`config.mk`:
```
export PLATFORM = sky130hd
export DESIGN_NAME = debug_unit
export DESIGN_NICKNAME = d
export VERILOG_FILES = /design/src/logic/debug_unit_pkg.sv /design/src/logic/debug_unit.sv
export SDC_FILE = /design/constraint.sdc
export NUM_CORES = 2
export LEC_CHECK = 0
export BUFFER_PORTS_ARGS = -buffer_cell sky130_fd_sc_hd__buf_4
export CAP_MARGIN = 20
export CORE_ASPECT_RATIO = 1.75
export CORE_UTILIZATION = 47
export CTS_BUF_LIST = sky130_fd_sc_hd__clkbuf_8
export CTS_CLUSTER_DIAMETER = 120
export DETAILED_ROUTE_END_ITERATION = 8
export PLACE_DENSITY = 0.62
export SYNTH_ARGS = -nofsm -noshare
export SYNTH_HDL_FRONTEND = slang
export SYNTH_SLANG_ARGS = --single-unit
export TNS_END_PERCENT = 100
```
`constraint.sdc`:
```
create_clock -name sys_clk -period 6.9 [get_ports sys_clk]
set_input_delay 0.69 -clock sys_clk [delete_from_list [all_inputs] [get_ports sys_clk]]
set_output_delay 0.69 -clock sys_clk [all_outputs]
set_load 0.005 [all_outputs]
```
`src/logic/debug_unit_pkg.sv`:
```
// constants shared by the debug breakpoint and watchpoint unit
// Notes on behaviour
// - saved stack pointer captured on debugger entry
// - eight-bit thread select for register fetch
// - five-bit register select for register fetch
// - three-bit cause code recorded, resets zero
// - lowest firing index recorded, zero otherwise
// - causing thread recorded, zero for host
// - watch address or resource id stored
// - stop vector holds threads outside debug
// - eight scratch words shared with debugger
// - four pc breakpoints with own address
// - control bit one selects equal/unequal
// - enable bit and per-thread mask qualify
// - four data watchpoints with two addresses
// - control bit two enables load triggering
// - control bit one selects and/or combine
// - four resource watchpoints, mask and value
// - control bit one selects condition A/B
// - request bit and in-debug status bit
package debug_unit_pkg;
    // status register indices on the core port
    localparam logic [7:0] IDX_SP = 8'h12;
    localparam logic [7:0] IDX_FETCH_THREAD = 8'h13;
    localparam logic [7:0] IDX_FETCH_REG = 8'h14;
    localparam logic [7:0] IDX_CAUSE = 8'h15;
    localparam logic [7:0] IDX_CAUSE_DATA = 8'h16;
    localparam logic [7:0] IDX_STOP = 8'h18;
    localparam logic [7:0] IDX_SCRATCH = 8'h20;
    localparam logic [7:0] IDX_PC_ADDR = 8'h30;
    localparam logic [7:0] IDX_PC_CTRL = 8'h40;
    localparam logic [7:0] IDX_DW_A = 8'h50;
    localparam logic [7:0] IDX_DW_B = 8'h60;
    localparam logic [7:0] IDX_DW_CTRL = 8'h70;
    localparam logic [7:0] IDX_RW_MASK = 8'h80;
    localparam logic [7:0] IDX_RW_VALUE = 8'h90;
    localparam logic [7:0] IDX_RW_CTRL = 8'h9C;
    // tile configuration map indices
    localparam logic [7:0] CFG_DEBUG_REQ = 8'h05;
    // writable bits of each register
    localparam logic [31:0] MASK_FETCH_THREAD = 32'h0000_00FF;
    localparam logic [31:0] MASK_FETCH_REG = 32'h0000_001F;
    localparam logic [31:0] MASK_CAUSE = 32'h0003_FF07;
    localparam logic [31:0] MASK_STOP = 32'h0000_00FF;
    localparam logic [31:0] MASK_PC_CTRL = 32'h00FF_0003;
    localparam logic [31:0] MASK_DW_CTRL = 32'h00FF_0007;
    localparam logic [31:0] MASK_RW_CTRL = 32'h00FF_0003;
    // control field positions
    localparam int CTRL_ENABLE = 0;
    localparam int CTRL_MODE = 1;
    localparam int CTRL_LOAD = 2;
    localparam int CTRL_THREAD_LSB = 16;
    // cause codes
    localparam logic [2:0] CAUSE_NONE = 3'h0;
    localparam logic [2:0] CAUSE_HOST = 3'h1;
    localparam logic [2:0] CAUSE_DEBUG_CALL_INSTRUCTION = 3'h2;
    localparam logic [2:0] CAUSE_PC = 3'h3;
    localparam logic [2:0] CAUSE_DATA = 3'h4;
    localparam logic [2:0] CAUSE_RES = 3'h5;
    // sizes and reset values
    localparam int NUM_BP = 4;
    localparam int NUM_SCRATCH = 8;
    localparam logic [31:0] RESET_WORD = 32'h0000_0000;
endpackage

```
`src/logic/debug_unit.sv`:
```
// debug breakpoint, watchpoint, cause capture and scratch register block
`timescale 1ns/100ps
module debug_unit
    import debug_unit_pkg::*;
(
    // clock, reset, enable
    input wire logic sys_clk,
    input wire logic rst_b,
    input wire logic clk_en,

    // core status register port
    input wire logic [7:0] ps_addr,
    input wire logic ps_wr,
    input wire logic ps_rd,
    input wire logic [31:0] ps_wdata,
    output logic [31:0] ps_rdata,

    // tile configuration port
    input wire logic [7:0] cfg_addr,
    input wire logic cfg_wr,
    input wire logic cfg_rd,
    input wire logic [31:0] cfg_wdata,
    output logic [31:0] cfg_rdata,

    // core state
    input wire logic debug_mode,
    input wire logic debug_entry,
    input wire logic [31:0] entry_sp,

    // instruction issue
    input wire logic exec_valid,
    input wire logic [2:0] exec_thread,
    input wire logic [31:0] exec_pc,
    input wire logic debug_call_instruction_valid,

    // memory access
    input wire logic mem_valid,
    input wire logic mem_load,
    input wire logic [2:0] mem_thread,
    input wire logic [31:0] mem_addr,

    // resource access
    input wire logic res_valid,
    input wire logic [2:0] res_thread,
    input wire logic [31:0] res_id,

    // outputs to the core
    output logic debug_irq,
    output logic host_request,
    output logic [7:0] thread_hold,
    output logic [7:0] fetch_thread,
    output logic [4:0] fetch_reg
);

    // thread is allowed by an enabled control word
    function automatic logic thread_ok(input logic [31:0] ctrl, input logic [2:0] thr);
        thread_ok = ctrl[CTRL_ENABLE] & ctrl[CTRL_THREAD_LSB + 32'(thr)];
    endfunction

    // index of the lowest set hit bit
    function automatic logic [1:0] lowest(input logic [NUM_BP-1:0] hits);
        lowest = 2'h0;
        for (int i = NUM_BP - 1; i >= 0; i--) begin
            if (hits[i]) begin
                lowest = 2'(i);
            end
        end
    endfunction

    // register storage
    logic [31:0] sp_q; // saved stack pointer
    logic [31:0] cause_q; // cause, thread and index
    logic [31:0] cause_data_q; // watch address or resource id
    logic [7:0] stop_q; // thread stop vector
    logic host_req_q; // pending host request
    logic [31:0] scratch_q [NUM_SCRATCH]; // shared scratch words

    // per-slot words, one of each per slot
    logic [31:0] pc_addr_q [NUM_BP];
    logic [31:0] pc_ctrl_q [NUM_BP];
    logic [31:0] dw_a_q [NUM_BP];
    logic [31:0] dw_b_q [NUM_BP];
    logic [31:0] dw_ctrl_q [NUM_BP];
    logic [31:0] rw_mask_q [NUM_BP];
    logic [31:0] rw_val_q [NUM_BP];
    logic [31:0] rw_ctrl_q [NUM_BP];

    // comparison results
    logic [NUM_BP-1:0] pc_hit;
    logic [NUM_BP-1:0] dw_hit;
    logic [NUM_BP-1:0] rw_hit;
    logic armed; // comparisons live
    // chosen event, at most one kind set
    logic ev_pc, ev_dw, ev_rw, ev_debug_call_instruction, ev_host, ev_any;
    logic ps_we; // debug-mode write strobe

    // core writes land only in debug mode
    assign ps_we = clk_en & ps_wr & debug_mode;
    // no new event while in debug or while one is pending
    assign armed = ~debug_mode & ~debug_irq;

    // per-slot comparators
    for (genvar g = 0; g < NUM_BP; g++) begin : g_cmp
        logic dw_ca, dw_cb, dw_cond, dw_kind, rw_eq;
        // pc equal or unequal by mode bit
        assign pc_hit[g] = exec_valid & thread_ok(pc_ctrl_q[g], exec_thread)
            & (pc_ctrl_q[g][CTRL_MODE] ? (exec_pc != pc_addr_q[g])
                                       : (exec_pc == pc_addr_q[g]));

        // address window conditions
        assign dw_ca = mem_addr >= dw_a_q[g];
        assign dw_cb = mem_addr <= dw_b_q[g];
        assign dw_cond = dw_ctrl_q[g][CTRL_MODE] ? (dw_ca | dw_cb) : (dw_ca & dw_cb);

        // loads fire only when the load bit is set, stores always
        assign dw_kind = ~mem_load | dw_ctrl_q[g][CTRL_LOAD];
        assign dw_hit[g] = mem_valid & thread_ok(dw_ctrl_q[g], mem_thread)
            & dw_kind & dw_cond;

        // masked compare, condition B is the mismatch
        assign rw_eq = ((res_id ^ rw_val_q[g]) & rw_mask_q[g]) == 32'h0000_0000;
        assign rw_hit[g] = res_valid & thread_ok(rw_ctrl_q[g], res_thread)
            & (rw_ctrl_q[g][CTRL_MODE] ? ~rw_eq : rw_eq);
    end

    // event priority: pc, data, resource, call, host
    assign ev_pc = armed & (|pc_hit);
    assign ev_dw = armed & ~ev_pc & (|dw_hit);
    assign ev_rw = armed & ~ev_pc & ~ev_dw & (|rw_hit);
    assign ev_debug_call_instruction = armed & ~(|pc_hit) & ~(|dw_hit) & ~(|rw_hit) & exec_valid & debug_call_instruction_valid;
    assign ev_host = armed & ~(|pc_hit) & ~(|dw_hit) & ~(|rw_hit)
        & ~(exec_valid & debug_call_instruction_valid) & host_req_q;
    assign ev_any = ev_pc | ev_dw | ev_rw | ev_debug_call_instruction | ev_host;

    // saved stack pointer: entry capture, debug writes otherwise
    always_ff @(posedge sys_clk or negedge rst_b) begin
        if (!rst_b) begin
            sp_q <= RESET_WORD;
        end else if (clk_en && debug_entry) begin
            sp_q <= entry_sp;
        end else if (ps_we && ps_addr == IDX_SP) begin
            sp_q <= ps_wdata;
        end
    end

    // register fetch operands
    always_ff @(posedge sys_clk or negedge rst_b) begin
        if (!rst_b) begin
            fetch_thread <= 8'h00;
            fetch_reg <= 5'h00;
        end else if (ps_we) begin
            if (ps_addr == IDX_FETCH_THREAD) begin
                fetch_thread <= ps_wdata[7:0];
            end
            if (ps_addr == IDX_FETCH_REG) begin
                fetch_reg <= ps_wdata[4:0];
            end
        end
    end

    // cause record: hardware event wins over a debug write
    always_ff @(posedge sys_clk or negedge rst_b) begin
        if (!rst_b) begin
            cause_q <= RESET_WORD;
        end else if (clk_en && ev_any) begin
            // clear old fields, the winner fills its own
            cause_q <= RESET_WORD;
            if (ev_pc) begin
                cause_q[2:0] <= CAUSE_PC;
                cause_q[15:8] <= {5'h00, exec_thread};
                cause_q[17:16] <= lowest(pc_hit);
            end else if (ev_dw) begin
                cause_q[2:0] <= CAUSE_DATA;
                cause_q[15:8] <= {5'h00, mem_thread};
                cause_q[17:16] <= lowest(dw_hit);
            end else if (ev_rw) begin
                cause_q[2:0] <= CAUSE_RES;
                cause_q[15:8] <= {5'h00, res_thread};
                cause_q[17:16] <= lowest(rw_hit);
            end else if (ev_debug_call_instruction) begin
                cause_q[2:0] <= CAUSE_DEBUG_CALL_INSTRUCTION; // index stays zero
                cause_q[15:8] <= {5'h00, exec_thread};
            end else begin
                cause_q[2:0] <= CAUSE_HOST; // thread and index stay zero
            end
        end else if (ps_we && ps_addr == IDX_CAUSE) begin
            cause_q <= ps_wdata & MASK_CAUSE;
        end
    end

    // cause data: watch address or resource id
    always_ff @(posedge sys_clk or negedge rst_b) begin
        if (!rst_b) begin
            cause_data_q <= RESET_WORD;
        end else if (clk_en && ev_dw) begin
            cause_data_q <= mem_addr;
        end else if (clk_en && ev_rw) begin
            cause_data_q <= res_id;
        end else if (ps_we && ps_addr == IDX_CAUSE_DATA) begin
            cause_data_q <= ps_wdata;
        end
    end

    // thread stop vector and the hold it drives
    always_ff @(posedge sys_clk or negedge rst_b) begin
        if (!rst_b) begin
            stop_q <= 8'h00;
            thread_hold <= 8'h00;
        end else if (clk_en) begin
            if (ps_we && ps_addr == IDX_STOP) begin
                stop_q <= ps_wdata[7:0];
            end
            // released while debugging, held on return
            thread_hold <= debug_mode ? 8'h00 : stop_q;
        end
    end

    // debug interrupt line: raised by an event, dropped in debug
    always_ff @(posedge sys_clk or negedge rst_b) begin
        if (!rst_b) begin
            debug_irq <= 1'b0;
        end else if (clk_en) begin
            if (ev_any) begin
                debug_irq <= 1'b1;
            end else if (debug_mode) begin
                debug_irq <= 1'b0;
            end
        end
    end

    // host request bit: a write of one wins over acceptance
    always_ff @(posedge sys_clk or negedge rst_b) begin
        if (!rst_b) begin
            host_req_q <= 1'b0;
            host_request <= 1'b0;
        end else if (clk_en) begin
            if (cfg_wr && cfg_addr == CFG_DEBUG_REQ) begin
                host_req_q <= cfg_wdata[0];
                host_request <= cfg_wdata[0];
            end else if (ev_host) begin
                host_req_q <= 1'b0;
                host_request <= 1'b0;
            end
        end
    end

    // scratch words: core write wins over the configuration port
    for (genvar s = 0; s < NUM_SCRATCH; s++) begin : g_scr
        always_ff @(posedge sys_clk or negedge rst_b) begin
            if (!rst_b) begin
                scratch_q[s] <= RESET_WORD;
            end else if (ps_we && ps_addr == IDX_SCRATCH + 8'(s)) begin
                scratch_q[s] <= ps_wdata;
            end else if (clk_en && cfg_wr && cfg_addr == IDX_SCRATCH + 8'(s)) begin
                scratch_q[s] <= cfg_wdata;
            end
        end
    end

    // breakpoint and watchpoint slot registers
    for (genvar b = 0; b < NUM_BP; b++) begin : g_slot
        always_ff @(posedge sys_clk or negedge rst_b) begin
            if (!rst_b) begin
                pc_addr_q[b] <= RESET_WORD;
                pc_ctrl_q[b] <= RESET_WORD;
                dw_a_q[b] <= RESET_WORD;
                dw_b_q[b] <= RESET_WORD;
                dw_ctrl_q[b] <= RESET_WORD;
                rw_mask_q[b] <= RESET_WORD;
                rw_val_q[b] <= RESET_WORD;
                rw_ctrl_q[b] <= RESET_WORD;
            end else if (ps_we) begin
                unique case (ps_addr)
                    IDX_PC_ADDR + 8'(b): pc_addr_q[b] <= ps_wdata;
                    IDX_PC_CTRL + 8'(b): pc_ctrl_q[b] <= ps_wdata & MASK_PC_CTRL;
                    IDX_DW_A + 8'(b): dw_a_q[b] <= ps_wdata;
                    IDX_DW_B + 8'(b): dw_b_q[b] <= ps_wdata;
                    IDX_DW_CTRL + 8'(b): dw_ctrl_q[b] <= ps_wdata & MASK_DW_CTRL;
                    IDX_RW_MASK + 8'(b): rw_mask_q[b] <= ps_wdata;
                    IDX_RW_VALUE + 8'(b): rw_val_q[b] <= ps_wdata;
                    IDX_RW_CTRL + 8'(b): rw_ctrl_q[b] <= ps_wdata & MASK_RW_CTRL;
                    default: ; // other indices leave the slot alone
                endcase
            end
        end
    end

    // core port read mux, registered, unmapped reads zero
    always_ff @(posedge sys_clk or negedge rst_b) begin
        if (!rst_b) begin
            ps_rdata <= RESET_WORD;
        end else if (clk_en && ps_rd) begin
            ps_rdata <= RESET_WORD;
            if (ps_addr == IDX_SP) ps_rdata <= sp_q;
            if (ps_addr == IDX_FETCH_THREAD) ps_rdata <= {24'h000000, fetch_thread};
            if (ps_addr == IDX_FETCH_REG) ps_rdata <= {27'h0, fetch_reg};
            if (ps_addr == IDX_CAUSE) ps_rdata <= cause_q;
            if (ps_addr == IDX_CAUSE_DATA) ps_rdata <= cause_data_q;
            if (ps_addr == IDX_STOP) ps_rdata <= {24'h000000, stop_q};

            // scratch words, then the slot words
            for (int i = 0; i < NUM_SCRATCH; i++) begin
                if (ps_addr == IDX_SCRATCH + 8'(i)) ps_rdata <= scratch_q[i];
            end

            for (int i = 0; i < NUM_BP; i++) begin
                if (ps_addr == IDX_PC_ADDR + 8'(i)) ps_rdata <= pc_addr_q[i];
                if (ps_addr == IDX_PC_CTRL + 8'(i)) ps_rdata <= pc_ctrl_q[i];
                if (ps_addr == IDX_DW_A + 8'(i)) ps_rdata <= dw_a_q[i];
                if (ps_addr == IDX_DW_B + 8'(i)) ps_rdata <= dw_b_q[i];
                if (ps_addr == IDX_DW_CTRL + 8'(i)) ps_rdata <= dw_ctrl_q[i];
                if (ps_addr == IDX_RW_MASK + 8'(i)) ps_rdata <= rw_mask_q[i];
                if (ps_addr == IDX_RW_VALUE + 8'(i)) ps_rdata <= rw_val_q[i];
                if (ps_addr == IDX_RW_CTRL + 8'(i)) ps_rdata <= rw_ctrl_q[i];
            end
        end
    end

    // configuration port read mux
    always_ff @(posedge sys_clk or negedge rst_b) begin
        if (!rst_b) begin
            cfg_rdata <= RESET_WORD;
        end else if (clk_en && cfg_rd) begin
            cfg_rdata <= RESET_WORD;
            if (cfg_addr == CFG_DEBUG_REQ) begin
                cfg_rdata <= {30'h0, debug_mode, host_req_q};
            end

            // scratch words mirror the core port
            for (int i = 0; i < NUM_SCRATCH; i++) begin
                if (cfg_addr == IDX_SCRATCH + 8'(i)) cfg_rdata <= scratch_q[i];
            end
        end
    end

    // checks on captured state
    AST_SP_CAPTURE: assert property (@(posedge sys_clk) disable iff (!rst_b)
        clk_en && debug_entry |=> sp_q == $past(entry_sp))
        else $error("stack pointer not captured on entry");

    AST_SP_GUARD: assert property (@(posedge sys_clk) disable iff (!rst_b)
        !debug_mode && !debug_entry |=> $stable(sp_q))
        else $error("stack pointer changed outside debug mode");

    AST_PC_CAUSE: assert property (@(posedge sys_clk) disable iff (!rst_b)
        clk_en && armed && (|pc_hit) |=> cause_q[2:0] == CAUSE_PC && debug_irq)
        else $error("pc breakpoint cause not recorded");

    AST_LOWEST_INDEX: assert property (@(posedge sys_clk) disable iff (!rst_b)
        clk_en && armed && (pc_hit[0] || (!(|pc_hit) && dw_hit[0]))
        |=> cause_q[17:16] == 2'h0)
        else $error("lowest slot index not taken");

    AST_HOST_THREAD: assert property (@(posedge sys_clk) disable iff (!rst_b)
        clk_en && ev_host |=> cause_q[2:0] == CAUSE_HOST && cause_q[17:8] == 10'h0)
        else $error("host cause carries a thread or index");

    AST_DATA_ADDR: assert property (@(posedge sys_clk) disable iff (!rst_b)
        clk_en && ev_dw |=> cause_data_q == $past(mem_addr))
        else $error("watch address not stored");

    AST_HOLD: assert property (@(posedge sys_clk) disable iff (!rst_b)
        clk_en && !debug_mode ##1 clk_en && !debug_mode |=> thread_hold == $past(stop_q))
        else $error("stop vector not applied outside debug mode");

    AST_QUIET_DEBUG: assert property (@(posedge sys_clk) disable iff (!rst_b)
        debug_mode && !ps_wr |=> $stable(cause_q))
        else $error("cause changed while in debug mode");

    AST_STATUS_BIT: assert property (@(posedge sys_clk) disable iff (!rst_b)
        clk_en && cfg_rd && cfg_addr == CFG_DEBUG_REQ |=> cfg_rdata[1] == $past(debug_mode))
        else $error("debug mode status bit wrong");

endmodule

```
==> results.py <==
metrics = {
    "floorplan": {
        "die_w_um": 293.6,
        "start_util": 0.4753,
        "core.rowCount": 186,
        "num_io_pins": 318,
        "die_area_sq_um": 150400,
        "coreArea_sq_um": 147100,
        "die_h_um": 512.2,
    },
    "layout": {
        "drive_gt1_frac": 0.2374,
        "finalNetCount": 7605,
        "largest_reg_flops": 256,
        "fin_area_sq_um": 78840,
        "syn_to_final_growth_pct": 12.77,
        "largest-register": "scratch_q",
    },
    "detailed_routing": {
        "dr.pass1.iters": 9,
        "viasPerCell": 7.137,
        "route.detailed.drc": 2,
        "drtIter0Drc": 8993,
        "routed_wl_mm": 400.2,
        "ant_nets": 0,
        "wl_per_cell_um": 43.23,
        "vias": 66080,
    },
    "sta": {
        "clock_skew_ns": 0.03731,
        "worst_pin_slew_ns": 1.497,
        "period_share": 0.8864,
        "setup_slack_ns": 0.7840,
        "report.final.setup_viol": 0,
        "fmax_mhz": 163.5,
        "finalMaxSlewViolations": 0,
        "slew_headroom": 0.001815,
        "rsz0062_at_grt": "no",
        "final.min_clock_period_ns": 6.116,
        "hold_viol": 0,
        "setup_tns_ns": 0,
    },
    "logic_synthesis": {
        "ys_warn_count": 0,
        "syn_nets": 7448,
        "synth_top_area_share": 0.4267,
        "synth_edf_count": 0,
        "ys.flop_type": "dfrtp_1",
        "synth_seq_area_share": 0.4267,
        "synth_area_per_cell_sq_um": 10.04,
        "synth_area_leader_cell": "dfrtp_1",
        "yosysUniqueCellTypes": 97,
        "ys_ff_latch": 1192,
        "syn_inst": 6961,
        "syn_area_sq_um": 69910,
        "synthArstFlopShare": 1.000,
        "synthTopCellsByArea": "dfrtp_1 43%, mux2_2 13%, mux2i_1 5.0%, ha_1 4.6%, o21ai_0 3.4%",
    },
    "worst_setup_path": {
        "setup.worst_path.start": "dw_a_q[15]",
        "cp_cell_sequence": "inv_1, ha_1, o21ai_0, nor3_1, o21ai_0, o211a_1, o41ai_2, maj3_1, a2bb2oi_2, nand4_2, o311a_1, nor2_1, a221o_1",
        "rr_endpoint": "cause_q[16]",
        "worstReg2RegStart": "dw_a_q[15]",
        "critPathMaxFanout": 17,
        "rrSetupSlack_ns": 0.78,
        "worstSetupEndpoint": "cause_q[16]",
        "worstPathRequired_ns": 7.76,
        "cp_slowest_cell": "nor3_1",
        "cpPeakStageDelay_ns": 1.02,
        "reg2reg_depth": 13,
        "worstPathArrival_ns": 6.98,
        "startpoint_type": "flip-flop",
        "cp-end-kind": "flip-flop",
        "crit_top_cell": "o21ai_0",
        "crit_type": "flip-flop to flip-flop",
    },
    "clock_tree": {
        "clock_path_buffers": 3,
        "post_cts_buffers": 0,
        "cts_tree": "done",
        "insertion_delay_ns": 1.01,
        "hold_buffers": 26,
        "cts_resized": 0,
        "clk_pin_slew_worst_paths_ns": 0.07,
        "numCtsBuffers": 191,
        "cts.sinks": 1192,
        "clockRootBuffer": "clkbuf_8",
        "htree_levels": 4,
    },
    "place": {
        "place_congestion": 1.088,
        "placed_cell_area_sq_um": 74370,
        "port-buffer-count": 317,
        "place_ws_ns": 0.6878,
        "dpl.hpwl_mm": 291.0,
    },
    "outcome": {
        "status": "complete, but fails checks",
        "violations": "design-rule violations",
    },
    "global_route": {
        "grt_usage": 0.5298,
        "grt_pass1_vias": 64880,
        "grt_overflow": 0,
        "grt_pass1_wl_mm": 546.8,
        "antenna_found_initial": 26,
        "grt_max_degree": 160,
    },
    "pwr": {
        "vdd_drop_max_mv": 0.2123,
        "p_leak_nw": 37.67,
        "internal_power_w": 0.01124,
        "clockPowerShare": 0.421,
        "combPwrFrac": 0.116,
        "p_seq_frac": 0.463,
        "p_sw_w": 0.004867,
        "power_w": 0.01611,
        "p_per_area_nw_per_um2": 204.3,
        "p_sw_frac": 0.3022,
    },
    "job": {
        "drv_cap": 0,
    },
    "min_path": {
        "hold_class": "input pin to flip-flop",
    },
}
-- critical path, delay by kind of cell, from the launching register on --
| kind | cells | cell delay (ns) |
|---|---|---|
| flops | 1 | 0.41 |
| compound gates | 7 | 3.02 |
| fa+ha+maj | 2 | 1.10 |
| buf+inv | 1 | 0.07 |
| simple gates | 3 | 1.36 |
-- worst min-delay path by stage --
stage                     slack, ns               end  cells past startpoint   startpoint
after floorplan                0.39   cause_data_q[0]                      0        rst_b
after global placement         0.46          sp_q[29]                      2     sp_q[29]
after detailed placement       0.47          sp_q[29]                      2     sp_q[29]
after CTS                     0.005           sp_q[5]                      3  entry_sp[5]
after global routing           0.05  cause_data_q[30]                      3   res_id[30]
final                          0.04           sp_q[5]                      3  entry_sp[5]
-- placed cells by master, fill, tap and decap left out, types with 12 or more instances in the layout --
cell	Yosys	final
dfrtp_1	1192	1192
mux2_2	802	802
nand2_1	573	565
buf_4	4	505
o21ai_0	473	473
a21oi_1	406	406
inv_1	318	377
nor2_1	387	360
mux2i_1	349	349
xor2_1	256	256
ha_1	256	256
clkbuf_8	0	244
a22oi_1	203	203
nand3_1	117	113
o22ai_1	92	92
a221oi_1	88	88
o221ai_1	88	87
nand4_1	71	71
a221o_1	63	63
nor4_1	59	56
o211ai_1	50	50
a31oi_1	50	50
nor3_1	52	49
a211oi_1	38	38
a222oi_1	29	29
mux4_2	28	28
o21ai_1	27	27
dlygate4sd3_1	0	26
a2111oi_0	27	24
o21a_1	22	22
a21o_1	21	21
nor2_2	1	20
clkinv_2	0	18
diode_2	0	15
o31ai_1	16	15
nand2b_1	14	14
a22o_1	14	14
and3_1	14	13
nor2b_1	15	13
nand3b_1	12	12
-- per-stage QoR --
step	cells	hold WS, ns	utilization
after floorplan	6961	0.3944	-
after global placement	8861	0.4615	0.5052
after detailed placement	8865	0.4660	0.5056
after CTS	9235	0.004880	0.5352
after global routing	9250	0.05075	0.5359
final	9258	0.04279	0.5360
-- cells in the mapped netlist, drive strengths merged (203+ instances only) --
cell,number
dfrtp,1192
ha,256
mux2i,349
mux2,802
nand2,573
clkbuf,422
xor2,256
o21ai,500
nor2,389
inv,318
a22oi,203
a21oi,407
-- power by group through the flow --
stage               Clock (W)  Combinational [W]  Sequential [W]
floorplan                   0           0.000786         0.00741
global placement            0            0.00174         0.00756
detailed placement          0            0.00176         0.00756
CTS                   0.00678            0.00178         0.00743
global route          0.00706            0.00193         0.00745
finish                0.00677            0.00187         0.00746
-- per-layer routing --
metal	vias up	GRT usage	wire length, um
li1	25760	-	-
met1	32730	0.5437	125400
met2	5311	0.8221	178000
met3	2270	0.1467	37980
met4	10	0.5965	58730
met5	-	0.003902	146
-- final cells by class --
class / instances / area (sq um)
antenna: 15 / 37.54
tap: 1974 / 2470
fill: 13610 / 68240
clock buffer: 243 / 3344
inverter: 318 / 1194
timing repair buffer: 546 / 4290
multi-input combinational: 4869 / 36930
sequential: 1192 / 29830
clock inverter: 101 / 748.2
-- kinds of logic (layout without fill, tap and decap cells) --
family,Yosys count,in the layout,synth area share
compound gates,1788,1788,0.1663
xor+xnor,260,260,0.03257
fa+ha+maj,260,260,0.04642
buf+inv,900,1208,0.04988
flops,1192,1192,0.4267
mux,1179,1179,0.1882
other cells,0,15,0
simple gates,1382,1382,0.09000
No activity file was read; power rests on OpenSTA's default activity.
